$ cat src/inc/scw_regs.vh
`ifndef SCW_REGS_VH
`define SCW_REGS_VH

// register byte offsets
`define SCW_ADDR_TIMING 12'h000
`define SCW_ADDR_STATUS 12'h004
`define SCW_ADDR_WIDTH 12

// timing register fields
`define SCW_CLOSE_WAIT_HI 14
`define SCW_CLOSE_WAIT_LO 13
`define SCW_RSVD_BIT 12
`define SCW_ACT_WAIT_HI 11
`define SCW_ACT_WAIT_LO 10
`define SCW_CLOSE_WAIT_RST 2'h0
`define SCW_ACT_WAIT_RST 2'h1

// status register fields
`define SCW_STAT_CLOSE_BUSY 0
`define SCW_STAT_ACT_BUSY 1

// command codes on the request port
`define SCW_CMD_W 3
`define SCW_CMD_NOP 3'h0
`define SCW_CMD_ACTIVATE 3'h1
`define SCW_CMD_FETCH 3'h2
`define SCW_CMD_STORE 3'h3
`define SCW_CMD_CLOSE_ONE 3'h4
`define SCW_CMD_CLOSE_ALL 3'h5
`define SCW_CMD_RENEW 3'h6
`define SCW_CMD_RETAIN 3'h7

`define SCW_BANKS 4
`define SCW_BANK_W 2
`define SCW_CNT_W 2
`define SCW_CNT_ZERO 2'h0

`endif

$ cat src/core/scw_wait_counter.v
`timescale 1ns/1ps
`include "scw_regs.vh"

// down-counter: loads on trigger, busy until zero
module scw_wait_counter (
    input wire sys_clk_in,
    input wire rst_n_in,
    input wire load_in,
    input wire [`SCW_CNT_W-1:0] value_in,
    output wire busy_out
);
    reg [`SCW_CNT_W-1:0] count;

    always @(posedge sys_clk_in or negedge rst_n_in) begin
        if (!rst_n_in) begin
            count <= `SCW_CNT_ZERO;
        end else if (load_in) begin
            count <= value_in;
        end else if (count != `SCW_CNT_ZERO) begin
            count <= count - 2'h1;
        end
    end

    assign busy_out = (count != `SCW_CNT_ZERO);
endmodule

$ cat src/core/scw_apb_regs.v
`timescale 1ns/1ps
`include "scw_regs.vh"

// apb slave with timing and status registers, zero wait states
module scw_apb_regs (
    input wire sys_clk_in,
    input wire rst_n_in,
    input wire psel,
    input wire penable,
    input wire pwrite,
    input wire [`SCW_ADDR_WIDTH-1:0] paddr,
    input wire [31:0] pwdata,
    output reg [31:0] prdata,
    output wire pready,
    output wire pslverr,
    input wire [1:0] status_in,
    output reg [`SCW_CNT_W-1:0] close_wait_out,
    output reg [`SCW_CNT_W-1:0] act_wait_out
);
    wire access = psel && penable;
    wire hit_timing = (paddr == `SCW_ADDR_TIMING);
    wire hit_status = (paddr == `SCW_ADDR_STATUS);

    assign pready = 1'b1;
    assign pslverr = access && !hit_timing && !hit_status;

    always @(posedge sys_clk_in or negedge rst_n_in) begin
        if (!rst_n_in) begin
            close_wait_out <= `SCW_CLOSE_WAIT_RST;
            act_wait_out <= `SCW_ACT_WAIT_RST;
        end else if (access && pwrite && hit_timing) begin
            close_wait_out <= pwdata[`SCW_CLOSE_WAIT_HI:`SCW_CLOSE_WAIT_LO];
            act_wait_out <= pwdata[`SCW_ACT_WAIT_HI:`SCW_ACT_WAIT_LO];
        end
    end

    always @* begin
        prdata = 32'h0000_0000;
        if (hit_timing) begin
            prdata[`SCW_CLOSE_WAIT_HI:`SCW_CLOSE_WAIT_LO] = close_wait_out;
            prdata[`SCW_ACT_WAIT_HI:`SCW_ACT_WAIT_LO] = act_wait_out;
            prdata[`SCW_RSVD_BIT] = 1'b0;
        end else if (hit_status) begin
            prdata[`SCW_STAT_ACT_BUSY:`SCW_STAT_CLOSE_BUSY] = status_in;
        end
    end
endmodule

$ cat src/core/scw_command_spacer.v
// Our own choices: the address map and the APB slave port.
`timescale 1ns/1ps
`include "scw_regs.vh"

// Behaviour
// bits 14:13 set bank-close wait
// auto close to activate same bank waits
// close commands to activate same bank wait
// close-all to renew waits
// close-all to retain waits
// close wait code is binary count
// bit 12 reads zero, write zero
// bits 11:10 set activate-to-column wait
// down-counters gate dependent commands
module scw_command_spacer (
    input wire sys_clk_in,
    input wire rst_n_in,
    input wire psel,
    input wire penable,
    input wire pwrite,
    input wire [`SCW_ADDR_WIDTH-1:0] paddr,
    input wire [31:0] pwdata,
    output wire [31:0] prdata,
    output wire pready,
    output wire pslverr,
    input wire req_valid_in,
    input wire [`SCW_CMD_W-1:0] req_cmd_in,
    input wire [`SCW_BANK_W-1:0] req_bank_in,
    input wire req_auto_close_in,
    output wire req_ready_out,
    output reg cmd_valid_out,
    output reg [`SCW_CMD_W-1:0] cmd_out,
    output reg [`SCW_BANK_W-1:0] cmd_bank_out,
    output reg cmd_auto_close_out
);
    wire [`SCW_CNT_W-1:0] close_wait;
    wire [`SCW_CNT_W-1:0] act_wait;
    wire [`SCW_BANKS-1:0] bank_busy;
    wire [`SCW_BANKS-1:0] bank_load;
    wire all_busy;
    wire act_busy;
    wire any_bank_busy = |bank_busy;

    scw_apb_regs u_regs (
        .sys_clk_in(sys_clk_in),
        .rst_n_in(rst_n_in),
        .psel(psel),
        .penable(penable),
        .pwrite(pwrite),
        .paddr(paddr),
        .pwdata(pwdata),
        .prdata(prdata),
        .pready(pready),
        .pslverr(pslverr),
        .status_in({act_busy, any_bank_busy || all_busy}),
        .close_wait_out(close_wait),
        .act_wait_out(act_wait)
    );

    wire is_act = (req_cmd_in == `SCW_CMD_ACTIVATE);
    wire is_col = (req_cmd_in == `SCW_CMD_FETCH) || (req_cmd_in == `SCW_CMD_STORE);
    wire is_close_one = (req_cmd_in == `SCW_CMD_CLOSE_ONE);
    wire is_close_all = (req_cmd_in == `SCW_CMD_CLOSE_ALL);
    wire is_renew = (req_cmd_in == `SCW_CMD_RENEW);
    wire is_retain = (req_cmd_in == `SCW_CMD_RETAIN);

    // blocking conditions per command
    wire act_blocked = is_act && bank_busy[req_bank_in];
    wire col_blocked = is_col && act_busy;
    wire all_blocked = (is_renew && all_busy) || (is_retain && all_busy);
    assign req_ready_out = !(act_blocked || col_blocked || all_blocked);
    wire issue = req_valid_in && req_ready_out;

    // a counter loaded with n holds off n following cycles
    wire col_trigger = issue && is_col && req_auto_close_in;
    wire all_trigger = issue && is_close_all;

    genvar b;
    generate
        for (b = 0; b < `SCW_BANKS; b = b + 1) begin : g_bank
            assign bank_load[b] = all_trigger ||
                (issue && is_close_one && (req_bank_in == b)) ||
                (col_trigger && (req_bank_in == b));
            scw_wait_counter u_bank (
                .sys_clk_in(sys_clk_in),
                .rst_n_in(rst_n_in),
                .load_in(bank_load[b]),
                .value_in(close_wait),
                .busy_out(bank_busy[b])
            );
        end
    endgenerate

    scw_wait_counter u_all (
        .sys_clk_in(sys_clk_in),
        .rst_n_in(rst_n_in),
        .load_in(all_trigger),
        .value_in(close_wait),
        .busy_out(all_busy)
    );

    scw_wait_counter u_act (
        .sys_clk_in(sys_clk_in),
        .rst_n_in(rst_n_in),
        .load_in(issue && is_act),
        .value_in(act_wait),
        .busy_out(act_busy)
    );

    always @(posedge sys_clk_in or negedge rst_n_in) begin
        if (!rst_n_in) begin
            cmd_valid_out <= 1'b0;
            cmd_out <= `SCW_CMD_NOP;
            cmd_bank_out <= {`SCW_BANK_W{1'b0}};
            cmd_auto_close_out <= 1'b0;
        end else begin
            cmd_valid_out <= issue;
            cmd_out <= issue ? req_cmd_in : `SCW_CMD_NOP;
            cmd_bank_out <= issue ? req_bank_in : {`SCW_BANK_W{1'b0}};
            cmd_auto_close_out <= issue && is_col && req_auto_close_in;
        end
    end
endmodule

$ cat config.mk
export PLATFORM = sky130hd
export DESIGN_NAME = scw_command_spacer
export DESIGN_NICKNAME = d
export VERILOG_FILES = /design/src/core/scw_wait_counter.v /design/src/core/scw_apb_regs.v /design/src/core/scw_command_spacer.v
export VERILOG_INCLUDE_DIRS = /design/src /design/src/inc
export SDC_FILE = /design/constraint.sdc
export NUM_CORES = 1
export LEC_CHECK = 0
export BUFFER_PORTS_ARGS = -buffer_cell sky130_fd_sc_hd__buf_2
export CELL_PAD_IN_SITES_DETAIL_PLACEMENT = 0
export CELL_PAD_IN_SITES_GLOBAL_PLACEMENT = 1
export CORE_ASPECT_RATIO = 1.75
export CORE_MARGIN = 1
export CORE_UTILIZATION = 33
export DETAILED_ROUTE_END_ITERATION = 8
export HOLD_SLACK_MARGIN = 0.02
export PLACE_DENSITY_LB_ADDON = 0.1
export SKIP_CTS_REPAIR_TIMING = 1
export SLEW_MARGIN = 20
export SYNTH_ARGS = -nofsm -noshare
export SYNTH_HDL_FRONTEND = slang
export SYNTH_HIERARCHICAL = 1
export SYNTH_SLANG_ARGS = --single-unit
$ cat constraint.sdc
create_clock -name sys_clk_in -period 3.4 [get_ports sys_clk_in]
set_clock_uncertainty 0.05 [all_clocks]
set_input_delay 0.51 -clock sys_clk_in [delete_from_list [all_inputs] [get_ports sys_clk_in]]
set_output_delay 0.51 -clock sys_clk_in [all_outputs]
set_load 0.005 [all_outputs]
==> flow_summary.yaml, run 1 <==
setup_path:
  rrSetupSlack_ns: 1.14
  r2r_cells: 8
  required_ns: 2.84
  worstReg2RegStart: "u_act/count[0]"
  crit_arrival_ns: 1.98
  worst-setup-path-type: "in2out"
  crit_top_cell: "buf_2"
  crit_slowest_cell: "or4_4"
  crit_path_end_kind: "output pin"
  crit_fanout: 4
  r2r-end: "g_bank[0].u_bank/count[1]"
  cpPeakStageDelay_ns: 0.53
  crit_chain: "buf_2 -> or4_4 -> nor4_1 -> and2_1 -> buf_2"
  startpoint_type: "input port"
power:
  total_power_w: 0.00110
  combPwrFrac_pct: 47.0
  netSwitchingPower_w: 0.000409
  power_leakage_nw: 0.973
  clkPwrFrac_pct: 15.7
  seq_power_share_pct: 37.3
  p_sw_share_pct: 37.1
  power_density_nw_per_um2: 607
  ir_drop_uv: 274
  internal_power_w: 0.000692
sta:
  fin_tns_setup_ns: 0
  holdWs_ns: 0.169
  slew_headroom_pct: 55.1
  finalSetupViolations: 0
  fin_crit_sh_pct: 74.6
  finalCriticalPeriod_ns: 2.54
  grt_setup_unrepaired: "false"
  drv_slew: 0
  fmax_mhz: 394
  worst_pin_slew_ns: 0.664
  hold_violations: 0
floorplan:
  fp-row-count: 33
  dieArea_um2: 5210
  die_h_um: 94.7
  start_util_pct: 34.4
  pin_count: 98
  die_width_um: 55.0
  core-area_um2: 4710
cts:
  cts_tree: "done"
  cts-root-buf: "clkbuf_8"
  clock_path_buffers: 2
  clock_sinks: 23
  tritoncts.num_buffers: 3
  clk_pin_slew_worst_paths_ns: 0.09
  htree_num_levels: 1
  clk_latency_ns: 0.26
synthesis:
  synth_xor_area_share_pct: 3.24
  synth_top_area_share_pct: 34.0
  async_flop_share_pct: 100
  synthMuxAreaShare_pct: 7.10
  synth.avg_cell_area_um2: 9.37
  synth_cell_types: 37
  syn_inst: 173
  synth_compound_area_share_pct: 9.42
  yosys.area.top_type: "dfrtp_1"
  syn_area_um2: 1620
  yosys-top-cells-area: "dfrtp_1 34%, buf_4 13%, ha_1 4.6%"
  synth_top_family_by_area: "simple AND/OR/NAND/NOR gates"
  ys_seq_area_share_pct: 35.6
  synthSimpleGateAreaFrac_pct: 21.2
  yosys_warnings: 6
  synth_adder_area_share_pct: 4.63
  synth_edf_count: 0
  synth_flop_cell: "dfrtp_1"
  synth_seq_cells: 23
routing:
  drtIter0Drc: 22
  wl_per_cell_um: 12.4
  drt-total-wl_um: 3290
  viasPerCell: 4.64
  vias: 1233
  drt-pass1-iter-count: 4
  drc_errors: 0
  ant_nets: 0
place:
  routabilityCongestion: 0.743
  port_buffers: 42
  dp_hpwl_um: 2690
run:
  maxCapViolCount: 0
grt:
  grt_max_degree: 24
  grt_pass1_vias: 1229
  grtUsageTotal_pct: 14.0
  grt_pass1_wl_um: 5340
  antenna_found_initial: 0
  grt-ovfl-total: 0
cells_and_area:
  drive_above_1_share_pct: 31.8
  fill_cells: 516
  diodes: 0
  layout.nets: 277
  area_growth_pct: 12.0
  final_util_pct: 38.5
min_path:
  worstHoldPathType: "in2async"
outcome:
  outcome: "finished clean"
[metrics by stage]
step / instances / cell area, um2 / worst slack (ns)
global placement: 262 / 1770 / 0.835
CTS: 266 / 1810 / 0.847
detailed placement: 262 / 1770 / 0.852
finish: 266 / 1810 / 0.862
floorplan: 198 / 1710 / 1.23
global route: 266 / 1810 / 0.765
[worst max-delay path, delay by kind of cell]
family,cells,cell delay (ns)
AND/OR/NAND/NOR,3,1.26
buffers and inverters,2,0.21
[cell usage in the layout, fill, tap and decap left out, types with 4 or more instances in the layout]
master	count
buf_2	42
conb_1	27
dfrtp_1	22
inv_1	20
nand2_1	18
nor2b_1	12
o21ai_0	8
o31ai_2	6
xor2_1	6
ha_1	6
and2_1	5
and3_1	5
mux2_4	4
[power by group through the flow]
stage          clock network (W)  logic, W  registers (W)
2_1_floorplan                  0  0.000419       0.000407
3_3_place_gp                   0  0.000483       0.000411
3_5_place_dp                   0  0.000517       0.000419
4_1_cts                 0.000178  0.000526       0.000412
5_1_grt                 0.000191  0.000603       0.000426
6_report                0.000173  0.000517       0.000411
[final cells by class]
| cell class | count | area, um2 | share of cell area (%) |
|---|---|---|---|
| clock inverters | 1 | 5.00 | 0.276 |
| flip-flops and latches | 23 | 577 | 31.8 |
| repair buffers | 42 | 210 | 11.6 |
| inverters | 20 | 75.1 | 4.14 |
| well taps | 52 | 65.1 | 3.59 |
| multi-input cells | 125 | 841 | 46.3 |
| clock buffers | 3 | 41.3 | 2.28 |
[cell usage after synthesis, types with 3 or more instances]
cell type	number
and2_1	5
and3_1	5
buf_4	27
dfrtp_1	22
ha_1	6
inv_1	20
mux2_4	4
nand2_1	18
nor2_1	3
nor2b_1	12
o21ai_0	8
o31ai_2	6
or4_4	3
xor2_1	6
[how the worst max path moves through the flow]
stage                  start                      to  depth (start not counted)
floorplan           paddr[9]  u_regs/act_wait_out[1]                          4
global placement    paddr[9]              prdata[14]                          5
detailed placement  paddr[9]              prdata[11]                          5
CTS                 paddr[9]              prdata[11]                          5
global route        paddr[9]              prdata[13]                          5
finish              paddr[9]              prdata[13]                          5
[state kept, by name, summed over array words and instances, names as in the netlist, 2 cells and up]
signal,count
cmd_bank_out,2
cmd_out,3
g_bank.u_bank/count,8
u_act/count,2
u_all/count,2
u_regs/act_wait_out,2
u_regs/close_wait_out,2
[layer usage]
| layer | global-route usage (%) | routed length (um) | vias to the layer above |
|---|---|---|---|
| met5 | 0 | 0 | - |
| met4 | 5.63 | 30 | 0 |
| met3 | 0.966 | 187 | 2 |
| met2 | 26.1 | 1870 | 51 |
| met1 | 15.3 | 1210 | 588 |
| li1 | - | - | 592 |
[cell families after synthesis]
| family | Yosys count |
|---|---|
| other | 2 |
| and+or+nand+nor | 59 |
| xor gates and xnor gates | 6 |
| AOI/OAI and AO/OA | 19 |
| adders and majority gates | 6 |
| DFF | 23 |
| buffers and inverters | 50 |
| muxes | 8 |
(Power assumes the default switching activity.)
==> run 2: changes to the inputs <==
ABC_AREA = 1   (was not set)
CORE_UTILIZATION = 29   (was 33)
clock period = 2.45 ns   (was 3.4 ns; I/O delays follow)
==> flow_summary.yaml, run 2 <==
outcome:
  outcome: "finished clean"
floorplan:
  dieArea_um2: 6220
  core-area_um2: 5630
  pin_count: 98
  die_width_um: 60.0
  fp-row-count: 36
  start_util_pct: 30.4
  die_h_um: 104
cts:
  cts-root-buf: "clkbuf_8"
  tritoncts.num_buffers: 3
  clock_sinks: 23
  clk_pin_slew_worst_paths_ns: 0.09
  clk_latency_ns: 0.26
  htree_num_levels: 1
  clock_path_buffers: 2
  cts_tree: "done"
synthesis:
  yosys-top-cells-area: "dfrtp_1 32%, buf_4 12%, nand2_1 12%"
  async_flop_share_pct: 100
  yosys.area.top_type: "dfrtp_1"
  synth.avg_cell_area_um2: 6.92
  synth_flop_cell: "dfrtp_1"
  yosys_warnings: 6
  syn_area_um2: 1710
  syn_inst: 247
  synth_cell_types: 20
  synth_top_area_share_pct: 32.2
  synth_common_cells: "53 x nand2_1, 44 x inv_1, 31 x nand3_1"
  synth_edf_count: 0
  yosysMostFrequentCell: "nand2_1"
  ys_seq_area_share_pct: 33.7
  synth_seq_cells: 23
place:
  routabilityCongestion: 0.765
  placed_cell_area_um2: 1890
  dp_hpwl_um: 3030
  port_buffers: 42
sta:
  fin_crit_sh_pct: 86.8
  finalCriticalPeriod_ns: 2.13
  hold_violations: 0
  worst_pin_slew_ns: 0.538
  slew_headroom_pct: 64.2
  drv_slew: 0
  fin_tns_setup_ns: 0
  fmax_mhz: 470
  grt_setup_unrepaired: "false"
  finalSetupViolations: 0
setup_path:
  r2r-end: "u_act/count[1]"
  crit_arrival_ns: 1.71
  crit_fanout: 11
  worst-setup-path-type: "reg2out"
  crit_path_end_kind: "output pin"
  rrSetupSlack_ns: 0.40
  worstReg2RegStart: "g_bank[3].u_bank/count[0]"
  r2r_cells: 16
  startpoint_type: "flop"
  required_ns: 2.03
min_path:
  worstHoldPathType: "in2async"
cells_and_area:
  fill_cells: 648
  final_util_pct: 34.5
  multi_input_area_um2: 813
  diodes: 0
  area_growth_pct: 13.7
  design_area_um2: 1940
  largest_register: "g_bank.u_bank/count"
  drive_above_1_share_pct: 23.1
  top_regs: "g_bank.u_bank/count: 8 flops, cmd_out: 3 flops"
  final_cell_mix: "53 x nand2_1, 44 x inv_1, 42 x buf_2"
  mostFrequentLayoutCell: "nand2_1"
  largest_reg_flops: 8
  layout.nets: 353
  register_area_um2: 577
routing:
  vias: 1516
  ant_nets: 0
  drt-total-wl_um: 3680
  drtIter0Drc: 29
  viasPerCell: 4.14
  drc_errors: 0
  drt-pass1-iter-count: 4
  wl_per_cell_um: 10.1
run:
  maxCapViolCount: 0
power:
  ir_drop_uv: 170
  power_density_nw_per_um2: 786
  power_leakage_nw: 1.13
grt:
  grt_pass1_wl_um: 6150
  grt_max_degree: 24
  grtUsageTotal_pct: 12.8
  grt-ovfl-total: 0
  grt_pass1_vias: 1468
  antenna_found_initial: 0
run 2: changes by cell type after synthesis, moves of 4 or more:
| cell | change |
|---|---|
| inv_2 | +7 |
| and2_1 | -5 |
| o31ai_2 | -6 |
| and3_1 | -5 |
| nand4_1 | +12 |
| nor2b_1 | -12 |
| mux2_4 | -4 |
| nand3_1 | +30 |
| xor2_1 | -6 |
| nand2_1 | +35 |
| inv_1 | +24 |
| o21ai_0 | -8 |
| nor2_1 | +21 |
| nor2_2 | +7 |
run 2: routing by layer:
layer  vias to the layer above  global-route usage, %  part of all wire, %  wire [um]
met2                        46                   25.2                   56       2070
li1                        789                      -                    -          -
met1                       679                   12.6                   39       1420
met3                         2                   1.12                  3.8        140
met5                         -                      0                    0          0
met4                         0                   4.98                  1.4         50
run 2: area by class of cell:
type                    instances  share of cell area [%]
clock buffers                   3                    2.12
clock inverters                 1                   0.386
inverters                      51                    9.85
multi-input cells             169                    41.9
flip-flops and latches         23                    29.7
well taps                      76                    4.89
repair buffers                 43                    11.2
run 2: power by group:
| part | internal (W) | total [W] | switching (W) |
|---|---|---|---|
| combinational | 0.000292 | 0.000725 | 0.000433 |
| clock | 0.000115 | 0.000246 | 0.000131 |
| sequential | 0.000501 | 0.000556 | 0.0000547 |
run 2: worst max-delay path, cell delays in order (launching register included):
cell     delay, ns
dfrtp_1       0.40
inv_1         0.08
ha_1          0.23
inv_1         0.07
nand2_1       0.06
nand2_1       0.05
nand2_1       0.05
nand2_1       0.07
a21oi_2       0.11
buf_4         0.18
buf_2         0.13
run 2: cells by family (layout without fill, tap and decap cells):
logic type	after synthesis	after routing	synth area share, %
AOI/OAI and AO/OA	2	2	0.805
adders and majority gates	6	6	4.39
DFF	23	23	33.7
and+or+nand+nor	134	134	36.5
other	2	27	0.439
buffers and inverters	80	98	24.2
run 2: through the flow:
step	std cells	hold WS [ns]	power (W)	setup WS, ns
6_report	366	0.0217	0.00153	0.322
5_1_grt	366	0.0448	0.00170	0.169
4_1_cts	366	0.0385	0.00156	0.291
3_5_place_dp	362	0.342	0.00130	0.389
3_3_place_gp	362	0.343	0.00129	0.375
2_1_floorplan	272	0.0219	0.00116	0.673
run 2: worst max path at each step:
stage | slack, ns | to | depth (start not counted) | from
detailed placement | 0.39 | u_act/count[1] | 16 | g_bank[2].u_bank/count[0]
finish | 0.32 | req_ready_out | 10 | g_bank[3].u_bank/count[0]
global route | 0.17 | req_ready_out | 10 | g_bank[0].u_bank/count[0]
CTS | 0.29 | req_ready_out | 10 | g_bank[3].u_bank/count[0]
floorplan | 0.67 | g_bank[0].u_bank/count[0] | 14 | g_bank[3].u_bank/count[0]
global placement | 0.37 | u_act/count[0] | 16 | g_bank[3].u_bank/count[0]
==> run 3: changes to the inputs <==
SYNTH_HIERARCHICAL = not set   (was 1)
==> flow_summary.yaml, run 3 <==
cts:
  tritoncts.num_buffers: 3
  cts-root-buf: "clkbuf_8"
  clock_path_buffers: 2
  clock_sinks: 23
  htree_num_levels: 1
  cts_tree: "done"
  clk_pin_slew_worst_paths_ns: 0.08
  clk_latency_ns: 0.26
setup_path:
  worst-setup-path-type: "reg2out"
  r2r-end: "g_bank[2].u_bank.count[0]"
  crit_path_end_kind: "output pin"
  crit_fanout: 3
  crit_path_start: "g_bank[1].u_bank.count[0]"
  worstReg2RegStart: "u_act.count[0]"
  startpoint_type: "flop"
  required_ns: 2.03
  rrSetupSlack_ns: 0.48
  crit_arrival_ns: 1.63
  r2r_cells: 11
floorplan:
  die_width_um: 58.0
  pin_count: 98
  die_h_um: 99.9
  core-area_um2: 5260
  fp-row-count: 35
  start_util_pct: 30.2
  dieArea_um2: 5790
place:
  dp_hpwl_um: 2650
  post-place-cells: 300
  routabilityCongestion: 0.734
  port_buffers: 42
routing:
  ant_nets: 0
  drt-pass1-iter-count: 8
  drc_errors: 3
  routed.top_layer: "met4"
  met1_length_um: 1160
  dr_wl_met3_um: 183
  vias: 1298
  drtIter0Drc: 26
  viasPerCell: 4.27
  wl_per_cell_um: 10.6
  dr_wl_met2_um: 1800
  drt-total-wl_um: 3210
sta:
  worst_pin_slew_ns: 0.532
  slew_headroom_pct: 64.5
  finalCriticalPeriod_ns: 2.04
  holdWs_ns: 0.0223
  finalSetupViolations: 0
  drv_slew: 0
  hold_violations: 0
  fin_tns_setup_ns: 0
  grt_setup_unrepaired: "false"
  fmax_mhz: 489
  fin_crit_sh_pct: 83.4
synthesis:
  synth_common_cells: "36 x nand2_1, 32 x inv_1, 27 x buf_4"
  synth.avg_cell_area_um2: 7.71
  async_flop_share_pct: 100
  yosys-top-cells-area: "dfrtp_1 35%, buf_4 13%, nand2_1 8.5%"
  syn_area_um2: 1590
  synth_cell_types: 28
  synth_edf_count: 0
  syn_inst: 206
  ys_seq_area_share_pct: 36.3
  synth_top_area_share_pct: 34.6
  synth_flop_cell: "dfrtp_1"
  yosys_warnings: 0
  synth_seq_cells: 23
  yosysMostFrequentCell: "nand2_1"
  yosys.area.top_type: "dfrtp_1"
grt:
  grtUsageTotal_pct: 12.6
  grt_pass1_wl_um: 5580
  grt_max_degree: 24
  grt-ovfl-total: 0
  grt_pass1_vias: 1279
  antenna_found_initial: 0
cells_and_area:
  top_regs: "g_bank.u_bank.count: 8 flops, cmd_out: 3 flops"
  layout.nets: 312
  area_growth_pct: 12.8
  largest_reg_flops: 8
  mostFrequentLayoutCell: "buf_2"
  final_cell_mix: "42 x buf_2, 36 x nand2_1, 32 x inv_1"
  diodes: 0
  largest_register: "g_bank.u_bank.count"
  drive_above_1_share_pct: 24.5
  fin_cells: 304
power:
  power_density_nw_per_um2: 822
  power_leakage_nw: 1.06
  ir_drop_uv: 187
run:
  maxCapViolCount: 0
outcome:
  outcome: "finished with violations"
  violations: "design-rule violations"
min_path:
  worstHoldPathType: "in2async"
[run 3: routing by layer]
metal | global-route usage, % | vias to the layer above
met4 | 6.04 | 0
met3 | 1.42 | 4
met1 | 12.7 | 569
met2 | 24.6 | 55
met5 | 0 | -
li1 | - | 670
[run 3: worst max-delay path by stage]
stage,endpoint,slack (ns),cells after the start
final,prdata[0],0.41,6
after global routing,g_bank[3].u_bank.count[0],0.25,11
after CTS,prdata[0],0.36,6
after detailed placement,g_bank[3].u_bank.count[0],0.46,11
after global placement,g_bank[3].u_bank.count[0],0.46,11
after floorplan,g_bank[0].u_bank.count[0],0.81,11
[run 3: power breakdown]
group | internal (W) | total [W] | leakage, nW | switching [W]
Clock | 0.000116 | 0.000237 | 0.0228 | 0.000121
Combinational | 0.000299 | 0.000681 | 0.769 | 0.000382
Sequential | 0.000503 | 0.000556 | 0.269 | 0.0000529
[run 3: cells by family (layout without fill, tap and decap cells)]
family / count (synthesis) / count (layout) / share of synthesized area [%]
xor+xnor: 5 / 5 / 2.76
fa+ha+maj: 6 / 6 / 4.72
mux: 1 / 1 / 0.709
other cells: 2 / 27 / 0.473
simple gates: 85 / 85 / 26.5
compound gates: 21 / 21 / 6.77
flops: 23 / 23 / 36.3
buf+inv: 63 / 81 / 21.7
[run 3: worst max-delay path, cell delays in order, from the launching register on]
cell and delay [ns]:
dfrtp_1 0.40, inv_1 0.06, ha_1 0.21, inv_1 0.09, nor4_1 0.33, a21oi_1 0.12
buf_2 0.14
[run 3: metrics by stage]
| step | power (W) | setup WS, ns | area, um2 | utilization (%) |
|---|---|---|---|---|
| 2_1_floorplan | 0.00113 | 0.815 | 1680 | - |
| 3_3_place_gp | 0.00126 | 0.455 | 1750 | 33.3 |
| 3_5_place_dp | 0.00126 | 0.455 | 1750 | 33.3 |
| 4_1_cts | 0.00151 | 0.361 | 1790 | 34.1 |
| 5_1_grt | 0.00166 | 0.255 | 1790 | 34.1 |
| 6_report | 0.00147 | 0.407 | 1790 | 34.1 |
[run 3: area by class of cell]
| type | count | area, um2 |
|---|---|---|
| inverter | 35 | 131 |
| timing repair buffer | 42 | 210 |
| tap | 55 | 68.8 |
| clock buffer | 4 | 45.0 |
| multi-input combinational | 145 | 761 |
| sequential | 23 | 577 |
| fill | 591 | 3460 |
